===== config.mk =====
export PLATFORM = sky130hd
export DESIGN_NAME = src_standby_reset
export DESIGN_NICKNAME = d
export VERILOG_FILES = /design/src/src_pkg.sv /design/src/src_standby_reset.sv
export SDC_FILE = /design/constraint.sdc
export NUM_CORES = 1
export LEC_CHECK = 0
export BUFFER_PORTS_ARGS = -buffer_cell sky130_fd_sc_hd__clkbuf_2
export CAP_MARGIN = 0
export CORE_AREA = 3 3 112 114
export DETAILED_ROUTE_END_ITERATION = 10
export DIE_AREA = 0 0 115 117
export PLACE_DENSITY_LB_ADDON = 0.2
export SLEW_MARGIN = 20
export SYNTH_ARGS = -nofsm -noshare
export SYNTH_HDL_FRONTEND = slang
export SYNTH_SLANG_ARGS = --single-unit

===== constraint.sdc =====
create_clock -name clk_sys -period 2 [get_ports clk_sys]
set_input_delay 0.1 -clock clk_sys [delete_from_list [all_inputs] [get_ports clk_sys]]
set_output_delay 0.1 -clock clk_sys [all_outputs]
set_load 0.01 [all_outputs]

===== src/src_pkg.sv =====
// Constants, register map and state encoding for the standby/reset control
package src_pkg;

  // ------------------------------------------------------------------
  // Register map (byte addresses)
  // ------------------------------------------------------------------
  localparam logic [3:0] SRC_OFF_PCTL = 4'h0;
  localparam logic [3:0] SRC_OFF_STAT = 4'h4;
  localparam logic [3:0] SRC_OFF_CAUSE = 4'h8;

  // ------------------------------------------------------------------
  // Reset values
  // ------------------------------------------------------------------
  localparam logic [7:0] SRC_PCTL_RST = 8'h26;
  localparam logic [7:0] SRC_PORT0_RST = 8'hff;
  localparam logic [11:0] SRC_PC_RST = 12'h000;
  localparam logic [9:0] SRC_TIMER_RST = 10'h000;

  // ------------------------------------------------------------------
  // Field positions
  // ------------------------------------------------------------------
  localparam int SRC_PCTL_S0_MODE = 0;
  localparam int SRC_PCTL_S1_MODE = 2;
  localparam int SRC_PCTL_S2_EN = 3;
  localparam int SRC_OP_SENSE = 3;
  localparam int SRC_TMR_EN_BIT = 9;
  localparam int SRC_ST_FLAG = 5;
  localparam int SRC_ST_TEND = 6;
  localparam int SRC_ST_T9 = 7;
  localparam int SRC_ST_TCNT = 16;
  localparam int SRC_CAUSE_SUPPLY = 0;
  localparam int SRC_CAUSE_HALT = 1;
  localparam int SRC_CAUSE_ROT = 2;
  localparam int SRC_CAUSE_STACK = 3;

  // ------------------------------------------------------------------
  // Halt operand codes (low three bits)
  // ------------------------------------------------------------------
  localparam logic [2:0] SRC_OP_STOP_ALL0 = 3'h0;
  localparam logic [2:0] SRC_OP_STOP_ALL3 = 3'h3;
  localparam logic [2:0] SRC_OP_STOP_ONE = 3'h6;
  localparam logic [2:0] SRC_OP_HALT = 3'h5;

  // ------------------------------------------------------------------
  // Timing
  // ------------------------------------------------------------------
  localparam int SRC_INSTR_CLKS = 64;
  localparam int SRC_EARLY_CLKS = 4;
  localparam logic [1:0] SRC_AXI_OKAY = 2'h0;
  localparam logic [1:0] SRC_AXI_SLVERR = 2'h2;

  // ------------------------------------------------------------------
  // Standby state machine
  // ------------------------------------------------------------------
  typedef enum logic [4:0] {
    SRC_RUN = 5'h01,
    SRC_HALT = 5'h02,
    SRC_DRAIN = 5'h04,
    SRC_STOP = 5'h08,
    SRC_OSCW = 5'h10
  } src_state_e;

endpackage : src_pkg


===== src/src_standby_reset.sv =====
// Standby mode sequencing, timer and internal reset generation
`timescale 1ns/1ps

module src_standby_reset #(
  parameter int OSC_WAIT_CLKS = 534,
  parameter int OSC_W = 10,
  parameter bit SHORT_VARIANT = 1'b0
) (
  input wire logic clk_sys,
  input wire logic reset_n,
  input wire logic halt_strobe,
  input wire logic [3:0] halt_operand,
  input wire logic tst_strobe,
  input wire logic tst_met,
  input wire logic timer_load,
  input wire logic [9:0] timer_data,
  input wire logic rot_fault,
  input wire logic stack_fault,
  input wire logic [7:0] key_scan_high,
  input wire logic [3:0] key_input_pins,
  input wire logic sense_input_zero,
  input wire logic sense_input_one,
  input wire logic sense_input_two,
  input wire logic supply_low,
  output logic cpu_run,
  output logic osc_stopped,
  output logic system_reset_n,
  output logic status_flag,
  output logic timer_end,
  output logic carrier_transmit_output,
  output logic transmit_indicator_output_n,
  output logic [7:0] port_control_reg_four,
  input wire logic [3:0] s_axi_awaddr,
  input wire logic s_axi_awvalid,
  output logic s_axi_awready,
  input wire logic [31:0] s_axi_wdata,
  input wire logic [3:0] s_axi_wstrb,
  input wire logic s_axi_wvalid,
  output logic s_axi_wready,
  output logic [1:0] s_axi_bresp,
  output logic s_axi_bvalid,
  input wire logic s_axi_bready,
  input wire logic [3:0] s_axi_araddr,
  input wire logic s_axi_arvalid,
  output logic s_axi_arready,
  output logic [31:0] s_axi_rdata,
  output logic [1:0] s_axi_rresp,
  output logic s_axi_rvalid,
  input wire logic s_axi_rready
);
  import src_pkg::*;

  localparam logic [5:0] PRE_LAST = 6'(SRC_INSTR_CLKS - 1);
  localparam logic [5:0] PRE_START = SHORT_VARIANT ? 6'(SRC_EARLY_CLKS) : 6'h00;
  localparam logic [OSC_W-1:0] OSC_LAST = OSC_W'(OSC_WAIT_CLKS - 1);

  // ------------------------------------------------------------------
  // Pin synchronisers
  // ------------------------------------------------------------------
  logic [7:0] pin_raw;
  logic [7:0] sync1;
  logic [7:0] sync2;
  logic [7:0] sync3;
  logic [7:0] pin_q;

  assign pin_raw = {supply_low, sense_input_two, sense_input_one,
                    sense_input_zero, key_input_pins};

  // Three stages; reset state is all low
  always_ff @(posedge clk_sys or negedge reset_n) begin
    if (!reset_n) begin
      sync1 <= 8'h00;
      sync2 <= 8'h00;
      sync3 <= 8'h00;
    end else begin
      sync1 <= pin_raw;
      sync2 <= sync1;
      sync3 <= sync2;
    end
  end

  // A change counts once stages two and three agree
  for (genvar i = 0; i < 8; i++) begin : g_filt
    always_ff @(posedge clk_sys or negedge reset_n) begin
      if (!reset_n) begin
        pin_q[i] <= 1'b0;
      end else if (sync2[i] == sync3[i]) begin
        pin_q[i] <= sync3[i];
      end
    end
  end

  // ------------------------------------------------------------------
  // State and decode
  // ------------------------------------------------------------------
  src_state_e st;
  src_state_e next_st;
  logic flag;
  logic next_flag;
  logic [3:0] held_op;
  logic [OSC_W-1:0] osc_cnt;
  logic [8:0] tcnt;
  logic t9;
  logic [5:0] pre;
  logic [7:0] pctl;
  logic [3:0] cause;

  wire [2:0] op_code = halt_operand[2:0];
  wire op_stop = (op_code == SRC_OP_STOP_ALL0) ||
                 (op_code == SRC_OP_STOP_ALL3) ||
                 (op_code == SRC_OP_STOP_ONE);
  wire op_halt = (op_code == SRC_OP_HALT);
  // Scan preconditions per stop code
  wire precond = op_halt ||
                 ((op_code == SRC_OP_STOP_ONE) ? key_scan_high[0]
                                               : &key_scan_high);
  wire halt_go = halt_strobe && (st == SRC_RUN);
  wire halt_bad = halt_go && (!(op_stop || op_halt) || !precond);
  wire tmr_zero = (tcnt == 9'h000);
  // Enabled sense pins for stop release
  wire sense_any = (pin_q[4] && pctl[SRC_PCTL_S0_MODE]) ||
                   (pin_q[5] && pctl[SRC_PCTL_S1_MODE]) ||
                   (pin_q[6] && pctl[SRC_PCTL_S2_EN]);
  wire key_any = |pin_q[3:0];
  wire new_stop_rel = key_any || (halt_operand[SRC_OP_SENSE] && sense_any);
  wire held_stop_rel = key_any || (held_op[SRC_OP_SENSE] && sense_any);
  wire new_rel = op_halt ? tmr_zero : new_stop_rel;
  // Any reset cause, including the filtered supply detector
  wire sys_rst = pin_q[7] || halt_bad || rot_fault || stack_fault;
  wire osc_done = (osc_cnt == OSC_LAST);
  wire tick = (pre == PRE_LAST);

  // ------------------------------------------------------------------
  // Standby sequencing
  // ------------------------------------------------------------------
  // Next state and status flag
  always_comb begin
    next_st = st;
    next_flag = flag;
    if (tst_strobe && st == SRC_RUN) begin
      next_flag = tst_met;
    end
    case (st)
      SRC_RUN: begin
        if (halt_go && flag) begin
          next_flag = new_rel;
        end else if (halt_go && new_rel) begin
          next_flag = 1'b1;
        end else if (halt_go && op_halt) begin
          next_st = SRC_HALT;
        end else if (halt_go && op_stop) begin
          next_st = (tmr_zero && !t9) ? SRC_STOP : SRC_DRAIN;
        end
      end
      SRC_HALT: begin
        if (tmr_zero) begin
          next_st = SRC_RUN;
          next_flag = 1'b1;
        end
      end
      SRC_DRAIN: begin
        if (tmr_zero) begin
          next_st = SRC_STOP;
        end
      end
      SRC_STOP: begin
        if (held_stop_rel) begin
          next_st = SRC_OSCW;
        end
      end
      SRC_OSCW: begin
        if (osc_done) begin
          next_st = held_stop_rel ? SRC_RUN : SRC_STOP;
          next_flag = held_stop_rel ? 1'b1 : flag;
        end
      end
      default: begin
        next_st = SRC_RUN;
      end
    endcase
    if (sys_rst) begin
      next_st = SRC_RUN;
      next_flag = 1'b0;
    end
  end

  // State, flag and held operand registers
  always_ff @(posedge clk_sys or negedge reset_n) begin
    if (!reset_n) begin
      st <= SRC_RUN;
      flag <= 1'b0;
      held_op <= 4'h0;
    end else begin
      st <= next_st;
      flag <= next_flag;
      if (halt_go) begin
        held_op <= halt_operand;
      end
    end
  end

  // Oscillation wait counter, length set by parameter
  always_ff @(posedge clk_sys or negedge reset_n) begin
    if (!reset_n) begin
      osc_cnt <= '0;
    end else if (st == SRC_OSCW && !osc_done) begin
      osc_cnt <= osc_cnt + OSC_W'(1);
    end else begin
      osc_cnt <= '0;
    end
  end

  // ------------------------------------------------------------------
  // Timer: 9-bit down counter plus output enable
  // ------------------------------------------------------------------
  // Loads only while running; zeroed in stop and on reset
  always_ff @(posedge clk_sys or negedge reset_n) begin
    if (!reset_n) begin
      tcnt <= SRC_TIMER_RST[8:0];
      t9 <= SRC_TIMER_RST[SRC_TMR_EN_BIT];
      pre <= 6'h00;
    end else if (sys_rst || st == SRC_STOP || st == SRC_OSCW) begin
      tcnt <= SRC_TIMER_RST[8:0];
      t9 <= SRC_TIMER_RST[SRC_TMR_EN_BIT];
      pre <= 6'h00;
    end else if (timer_load && st == SRC_RUN) begin
      tcnt <= timer_data[8:0];
      t9 <= timer_data[SRC_TMR_EN_BIT];
      pre <= PRE_START;
    end else begin
      pre <= tick ? 6'h00 : pre + 6'h01;
      if (tick && !tmr_zero) begin
        tcnt <= tcnt - 9'h001;
      end
      if (st == SRC_DRAIN && tmr_zero) begin
        t9 <= 1'b0;
      end
    end
  end

  // ------------------------------------------------------------------
  // Registered outputs
  // ------------------------------------------------------------------
  // Core run enable, oscillator stop, reset and timer outputs
  always_ff @(posedge clk_sys or negedge reset_n) begin
    if (!reset_n) begin
      cpu_run <= 1'b0;
      osc_stopped <= 1'b0;
      system_reset_n <= 1'b0;
      status_flag <= 1'b0;
      timer_end <= 1'b1;
      carrier_transmit_output <= 1'b0;
      transmit_indicator_output_n <= 1'b1;
    end else begin
      cpu_run <= (next_st == SRC_RUN) && !sys_rst;
      osc_stopped <= (next_st == SRC_STOP);
      system_reset_n <= !sys_rst;
      status_flag <= next_flag;
      timer_end <= tmr_zero;
      carrier_transmit_output <= t9;
      transmit_indicator_output_n <= !t9;
    end
  end

  // ------------------------------------------------------------------
  // AXI4-Lite slave
  // ------------------------------------------------------------------
  logic aw_held;
  logic w_held;
  logic [3:0] aw_addr;
  logic [31:0] w_data;
  logic [3:0] w_strb;

  wire do_write = aw_held && w_held && !s_axi_bvalid;
  wire wr_pctl = do_write && (aw_addr == SRC_OFF_PCTL);
  wire wr_cause = do_write && (aw_addr == SRC_OFF_CAUSE);
  wire wr_ok = (aw_addr == SRC_OFF_PCTL) || (aw_addr == SRC_OFF_STAT) ||
               (aw_addr == SRC_OFF_CAUSE);
  wire do_read = s_axi_arvalid && s_axi_arready;
  wire [31:0] stat_word = {6'h00, t9, tcnt, 8'h00, t9, tmr_zero, flag, st};
  wire rd_ok = (s_axi_araddr == SRC_OFF_PCTL) ||
               (s_axi_araddr == SRC_OFF_STAT) ||
               (s_axi_araddr == SRC_OFF_CAUSE);
  wire [31:0] rd_word = (s_axi_araddr == SRC_OFF_PCTL) ? {24'h0, pctl} :
                        (s_axi_araddr == SRC_OFF_STAT) ? stat_word :
                        (s_axi_araddr == SRC_OFF_CAUSE) ? {28'h0, cause} :
                        32'h0;
  wire [3:0] cause_set = {stack_fault, rot_fault, halt_bad, pin_q[7]};
  wire [3:0] cause_clr = wr_cause && w_strb[0] ? w_data[3:0] : 4'h0;

  // Address and data are taken independently, answered together
  always_ff @(posedge clk_sys or negedge reset_n) begin
    if (!reset_n) begin
      aw_held <= 1'b0;
      w_held <= 1'b0;
      aw_addr <= 4'h0;
      w_data <= 32'h0;
      w_strb <= 4'h0;
      s_axi_bvalid <= 1'b0;
      s_axi_bresp <= SRC_AXI_OKAY;
    end else begin
      if (s_axi_awvalid && s_axi_awready) begin
        aw_held <= 1'b1;
        aw_addr <= {s_axi_awaddr[3:2], 2'b00};
      end else if (do_write) begin
        aw_held <= 1'b0;
      end
      if (s_axi_wvalid && s_axi_wready) begin
        w_held <= 1'b1;
        w_data <= s_axi_wdata;
        w_strb <= s_axi_wstrb;
      end else if (do_write) begin
        w_held <= 1'b0;
      end
      if (do_write) begin
        s_axi_bvalid <= 1'b1;
        s_axi_bresp <= wr_ok ? SRC_AXI_OKAY : SRC_AXI_SLVERR;
      end else if (s_axi_bready) begin
        s_axi_bvalid <= 1'b0;
      end
    end
  end

  // Ready while nothing of that kind is pending
  always_ff @(posedge clk_sys or negedge reset_n) begin
    if (!reset_n) begin
      s_axi_awready <= 1'b0;
      s_axi_wready <= 1'b0;
    end else begin
      s_axi_awready <= !aw_held && !s_axi_awready && !s_axi_awvalid ? 1'b1 :
                       !aw_held && !(s_axi_awvalid && s_axi_awready);
      s_axi_wready <= !w_held && !s_axi_wready && !s_axi_wvalid ? 1'b1 :
                      !w_held && !(s_axi_wvalid && s_axi_wready);
    end
  end

  // Read channel: one cycle from address to data
  always_ff @(posedge clk_sys or negedge reset_n) begin
    if (!reset_n) begin
      s_axi_arready <= 1'b0;
      s_axi_rvalid <= 1'b0;
      s_axi_rdata <= 32'h0;
      s_axi_rresp <= SRC_AXI_OKAY;
    end else begin
      s_axi_arready <= !s_axi_rvalid && !do_read;
      if (do_read) begin
        s_axi_rvalid <= 1'b1;
        s_axi_rdata <= rd_word;
        s_axi_rresp <= rd_ok ? SRC_AXI_OKAY : SRC_AXI_SLVERR;
      end else if (s_axi_rready) begin
        s_axi_rvalid <= 1'b0;
      end
    end
  end

  // Port control four; internal reset restores its default
  always_ff @(posedge clk_sys or negedge reset_n) begin
    if (!reset_n) begin
      pctl <= SRC_PCTL_RST;
    end else if (sys_rst) begin
      pctl <= SRC_PCTL_RST;
    end else if (wr_pctl && w_strb[0]) begin
      pctl <= w_data[7:0];
    end
  end

  // Sticky reset causes, write one to clear, a new event wins
  always_ff @(posedge clk_sys or negedge reset_n) begin
    if (!reset_n) begin
      cause <= 4'h0;
      port_control_reg_four <= SRC_PCTL_RST;
    end else begin
      cause <= (cause & ~cause_clr) | cause_set;
      port_control_reg_four <= (sys_rst ? SRC_PCTL_RST : pctl);
    end
  end
endmodule : src_standby_reset


Word-level counts from Yosys, hierarchy flattened
Index checks and enable logic that the tools add are counted.
- flip-flop bits (word level): 148
- output and inout port bits: 56
- logic and storage cells: 203
- input port bits: 87
- muxes and demuxes: 50
- eq/ne operators: 25
- reductions and logical operators: 82
- bitwise logic cells: 3
- add/sub/neg operators: 3
- operators with widths (cell ; count):
    two-way mux 26 bit ; 2
    two-way mux 5 bit ; 9
    logical AND 1 bit ; 34
    two-way mux 9 bit ; 3
    one-hot mux 5 bit (5 select lines) ; 1
    two-way mux 8 bit ; 3
    two-way mux 1 bit ; 21
    logical OR 1 bit ; 18
    two-way mux 6 bit ; 3
    logical NOT 1 bit ; 17
    two-way mux 4 bit ; 4
    adder 10 x 1 -> 10 bit, second input constant ; 1
    equality test 10 bit, second input constant ; 1
    equality test 5 x 1 -> 1 bit, second input constant ; 2
    equality test 5 x 4 -> 1 bit, second input constant ; 2
    two-way mux 10 bit ; 1
    nonzero test 2 bit ; 5
    logical NOT 9 bit ; 1
    subtractor 9 x 1 -> 9 bit, second input constant ; 1
    equality test 1 bit ; 8
    logical NOT 4 bit ; 2
    AND reduction 8 bit ; 1
    adder 6 x 1 -> 6 bit, second input constant ; 1
    equality test 3 bit, second input constant ; 2
    18 further kinds ; 20

Depth between registers and ports, before layout
- depth after elaboration: 13
- mapped depth: 8
- depth with buffers taken out: 8

Worst setup path before layout
Ideal clock, no wire load.
- path kind: register to register
- start: register osc_cnt[5]
- end: register status_flag
- path buffers: 0
- period minus slack after synthesis: 1.936 ns
- setup time: 0.136 ns
- required time: 1.864 ns
- data arrival time: 1.800 ns
- stages on the path, launching flop included: 5
- path slack: 0.064 ns
- cell sequence: dfrtp_1 > or4b_1 > or4_4 > o31ai_1 > o31ai_2
- longest elaborated chain between the ends: 4
- elaborated cells on any way between the ends: 5
- those cells by class: eq/ne: 2; mux: 3
- RTL lines (item ; line ; source):
    from (decl) ; src_standby_reset.sv:101 ; logic [OSC_W-1:0] osc_cnt;
    from (signal assigned) ; src_standby_reset.sv:207 ; osc_cnt <= osc_cnt + OSC_W'(1);
    equality test 10 bit * ; src_standby_reset.sv:130 ; wire osc_done = (osc_cnt == OSC_LAST);
    two-way mux 1 bit ; src_standby_reset.sv:172 ; if (osc_done) begin
    one-hot mux 1 bit (3 select lines) ; src_standby_reset.sv:143 ; case (st)
    two-way mux 1 bit ; src_standby_reset.sv:181 ; if (sys_rst) begin
    to (signal assigned) ; src_standby_reset.sv:258 ; status_flag <= next_flag;
    to (decl) ; src_standby_reset.sv:28 ; output logic status_flag,
Every way passes the cells marked *; elsewhere a longest branch is shown, timed or not.
A chain may end at the register's enable or synchronous reset.

Worst setup path in the final report
Same ends and word-level chain as after synthesis.

==> metrics.cfg <==
[clock_tree]
clock-root-buffer = clkbuf_16
clockBufferDepth = 2
cts_buffers = 17
clk_pin_slew_ns = 0.05
clk_latency_ns = 0.41
cts_tree = built
htreeDepth = 4
cts_num_sinks = 129

[final_layout]
final_core_util_pct = 65.1
seqCellArea_um2 = 3240
antenna_cells = 0
layout-drive-gt1-share_pct = 31.6
syn_to_final_growth_pct = 35.4
multi_input_area_um2 = 2190
postLayoutCellArea_um2 = 7500
fillers = 872
nets = 749

[sta]
hold_viol_final = 0
slew-limit-headroom_pct = 59.8
fmax_mhz = 506
period_minus_slack_ns = 1.98
skew_ns = 0.00697
finalSetupViolCount = 0
tightest_slew_ns = 0.602
drv_slew = 0
rsz0062_at_grt = yes
finalCritPeriodShare_pct = 98.8

[routing]
vias = 4193
finalWirelength_um = 12500
antenna_left = 0
drc = 0
drtIter0Drc = 263
drtPass1Iterations = 4
vias_per_cell = 5.16
avgRoutedWirePerCell_um = 15.4

[synth]
syn_area_um2 = 5540
synthCells = 479
synth_top_cells_by_area = dfrtp_1 (54%), dfstp_2 (4.3%), nand2_1 (3.1%), mux2i_1 (2.9%), nor2_1 (2.6%)
synth.top_cell.area_share_pct = 54.2
synthArstFlopShare_pct = 100
synth_top_cell_by_area = dfrtp_1
avgSynthCellArea_um2 = 11.6
synth_cell_types = 63
ys_warn_count = 0
seq_area_frac_synth_pct = 58.5
ys_ff_latch = 129
synth_edf_count = 0
ys.flop_type = dfrtp_1

[flow_run]
cap_viol_max_count = 0

[floorplan]
io_pins = 143
core_area_um2 = 11500
rows = 39
dieArea_um2 = 13500
die_h_um = 117
die-width_um = 115
initial_utilization_pct = 48.1

[worst_setup_path]
cp-end-kind = register
critPathKind = register to register
start_kind = register
crit_path_max_fanout = 4
critPathRequiredTime_ns = 2.29
crit_arrival_ns = 2.27

[power]
ir_drop_mv = 0.574
power.leakage_nw = 3.48
power_density_nw_per_um2 = 962

[global_route]
grt_max_degree = 46
grt_pass1_vias = 4274
grtUsageTotal_pct = 20.1
grt_pass1_wl_um = 20900
antenna_found_initial = 0
grt_overflow = 0

[outcome]
status = finished clean

[placed_design]
gp_congestion = 0.879
hpwl_um = 8910
place_area_um2 = 6390
io_buffers = 97

[worst_hold_path]
hold_class = primary input to register

placed cells by master, fill, tap and decap left out, types with 9 or more instances in the layout:
master         count
nand3_1           12
dfstp_2            9
xnor2_1            9
nor2_1            37
a21oi_1           10
nand2_1           45
buf_4             37
conb_1            16
mux2_2            11
o21ai_0           15
a22o_1            14
dlygate4sd3_1     38
dfrtp_1          120
xor2_1            12
inv_1             12
clkbuf_16         17
nor3_1            10
mux2i_1           16
clkbuf_2          96
cells in the mapped netlist, types with 5 or more instances:
cell	count
inv_1	12
nand3_1	12
and2_1	8
xor2_1	12
nor2b_1	5
nand4_1	5
mux2_2	11
buf_2	7
dfrtp_1	120
nor3_1	10
a211oi_1	7
nor2_1	38
nand2_1	45
buf_4	16
mux2i_1	16
dfstp_2	9
maj3_1	8
o21ai_0	15
and3_1	5
a22o_1	14
ha_1	5
xnor2_1	9
nand3b_1	7
clkbuf_1	6
o31ai_1	6
a21oi_1	12
final cells by class:
class / count / area share [%]
Clock buffer: 23 / 6.38
Timing Repair Buffer: 174 / 16.0
Clock inverter: 9 / 2.07
Inverter: 14 / 0.701
Sequential cell: 129 / 43.2
Tap cell: 143 / 2.39
Multi-Input combinational cell: 321 / 29.3
what timing repair did:
item | in CTS | in global routing
endpoints found under the setup margin | 3 | 12
pin swaps | 0 | 6
hold buffers | 38 | 0
setup buffers | 0 | 3
endpoints found under the hold margin | 74 | 0
gates resized for setup | 2 | 15
where the power goes:
group | internal, W | switching (W)
clock network | 0.00218 | 0.00107
logic | 0.000422 | 0.000438
registers | 0.00288 | 0.000215
total | 0.00549 | 0.00172
layer usage:
metal  GRT usage [%]  share of wire (%)  vias up
met5               0                  0        -
li1                -                  -     2014
met4            8.84                2.1        0
met3            4.83                4.8       19
met1            26.7                 46     2035
met2            31.8                 47      125
logic make-up (layout without fill, tap and decap cells):
group / count (synthesis) / in the layout / synth area share (%)
AOI/OAI and AO/OA: 75 / 75 / 9.79
xor gates and xnor gates: 21 / 21 / 3.32
adders and majority gates: 13 / 13 / 2.58
buffers and inverters: 44 / 220 / 4.23
DFF: 129 / 129 / 58.5
muxes: 27 / 27 / 5.13
other: 1 / 16 / 0.0677
and+or+nand+nor: 169 / 169 / 16.4
final timing paths:
kind / from / to / slack, ns / cells past startpoint
setup reg to reg: osc_cnt[5] / status_flag / 0.02 / 4
max in group asynchronous: reset_n / transmit_indicator_output_n / 1.00 / 3
min in group asynchronous: reset_n / pin_q[2] / 0.24 / 2
hold reg to reg: sync1[1] / sync2[1] / 0.35 / 0
hold / removal: s_axi_araddr[0] / s_axi_rresp[1] / 0.02 / 3
setup / recovery: osc_cnt[5] / status_flag / 0.02 / 4
state kept, by name (all words and copies together) (netlist names), 2 cells and up:
signal	count
aw_addr	2
cause	4
osc_cnt	10
pctl	8
pin_q	7
port_control_reg_four	8
pre	6
s_axi_rdata	18
st	5
sync1	8
sync2	8
sync3	8
tcnt	9
w_data	8
critical path: stages, from the launching register on:
cell	delay, ns
dfrtp_1	0.37
or4b_4	0.54
or4_4	0.61
o31ai_2	0.25
o31ai_2	0.09
through the flow:
step	setup WS [ns]	hold slack [ns]	TNS, ns	power (W)	std cells
floorplan	0.0635	-0.196	0	0.00357	494
global placement	-0.00436	0.149	-0.00436	0.00389	741
detailed placement	-0.00358	0.149	-0.00358	0.00392	741
CTS	0.0154	0.00688	0	0.00728	811
global route	-0.0236	0.0685	-0.0439	0.00752	813
finish	0.0236	0.0160	0	0.00721	813
Power figures use the tool's default switching activity.
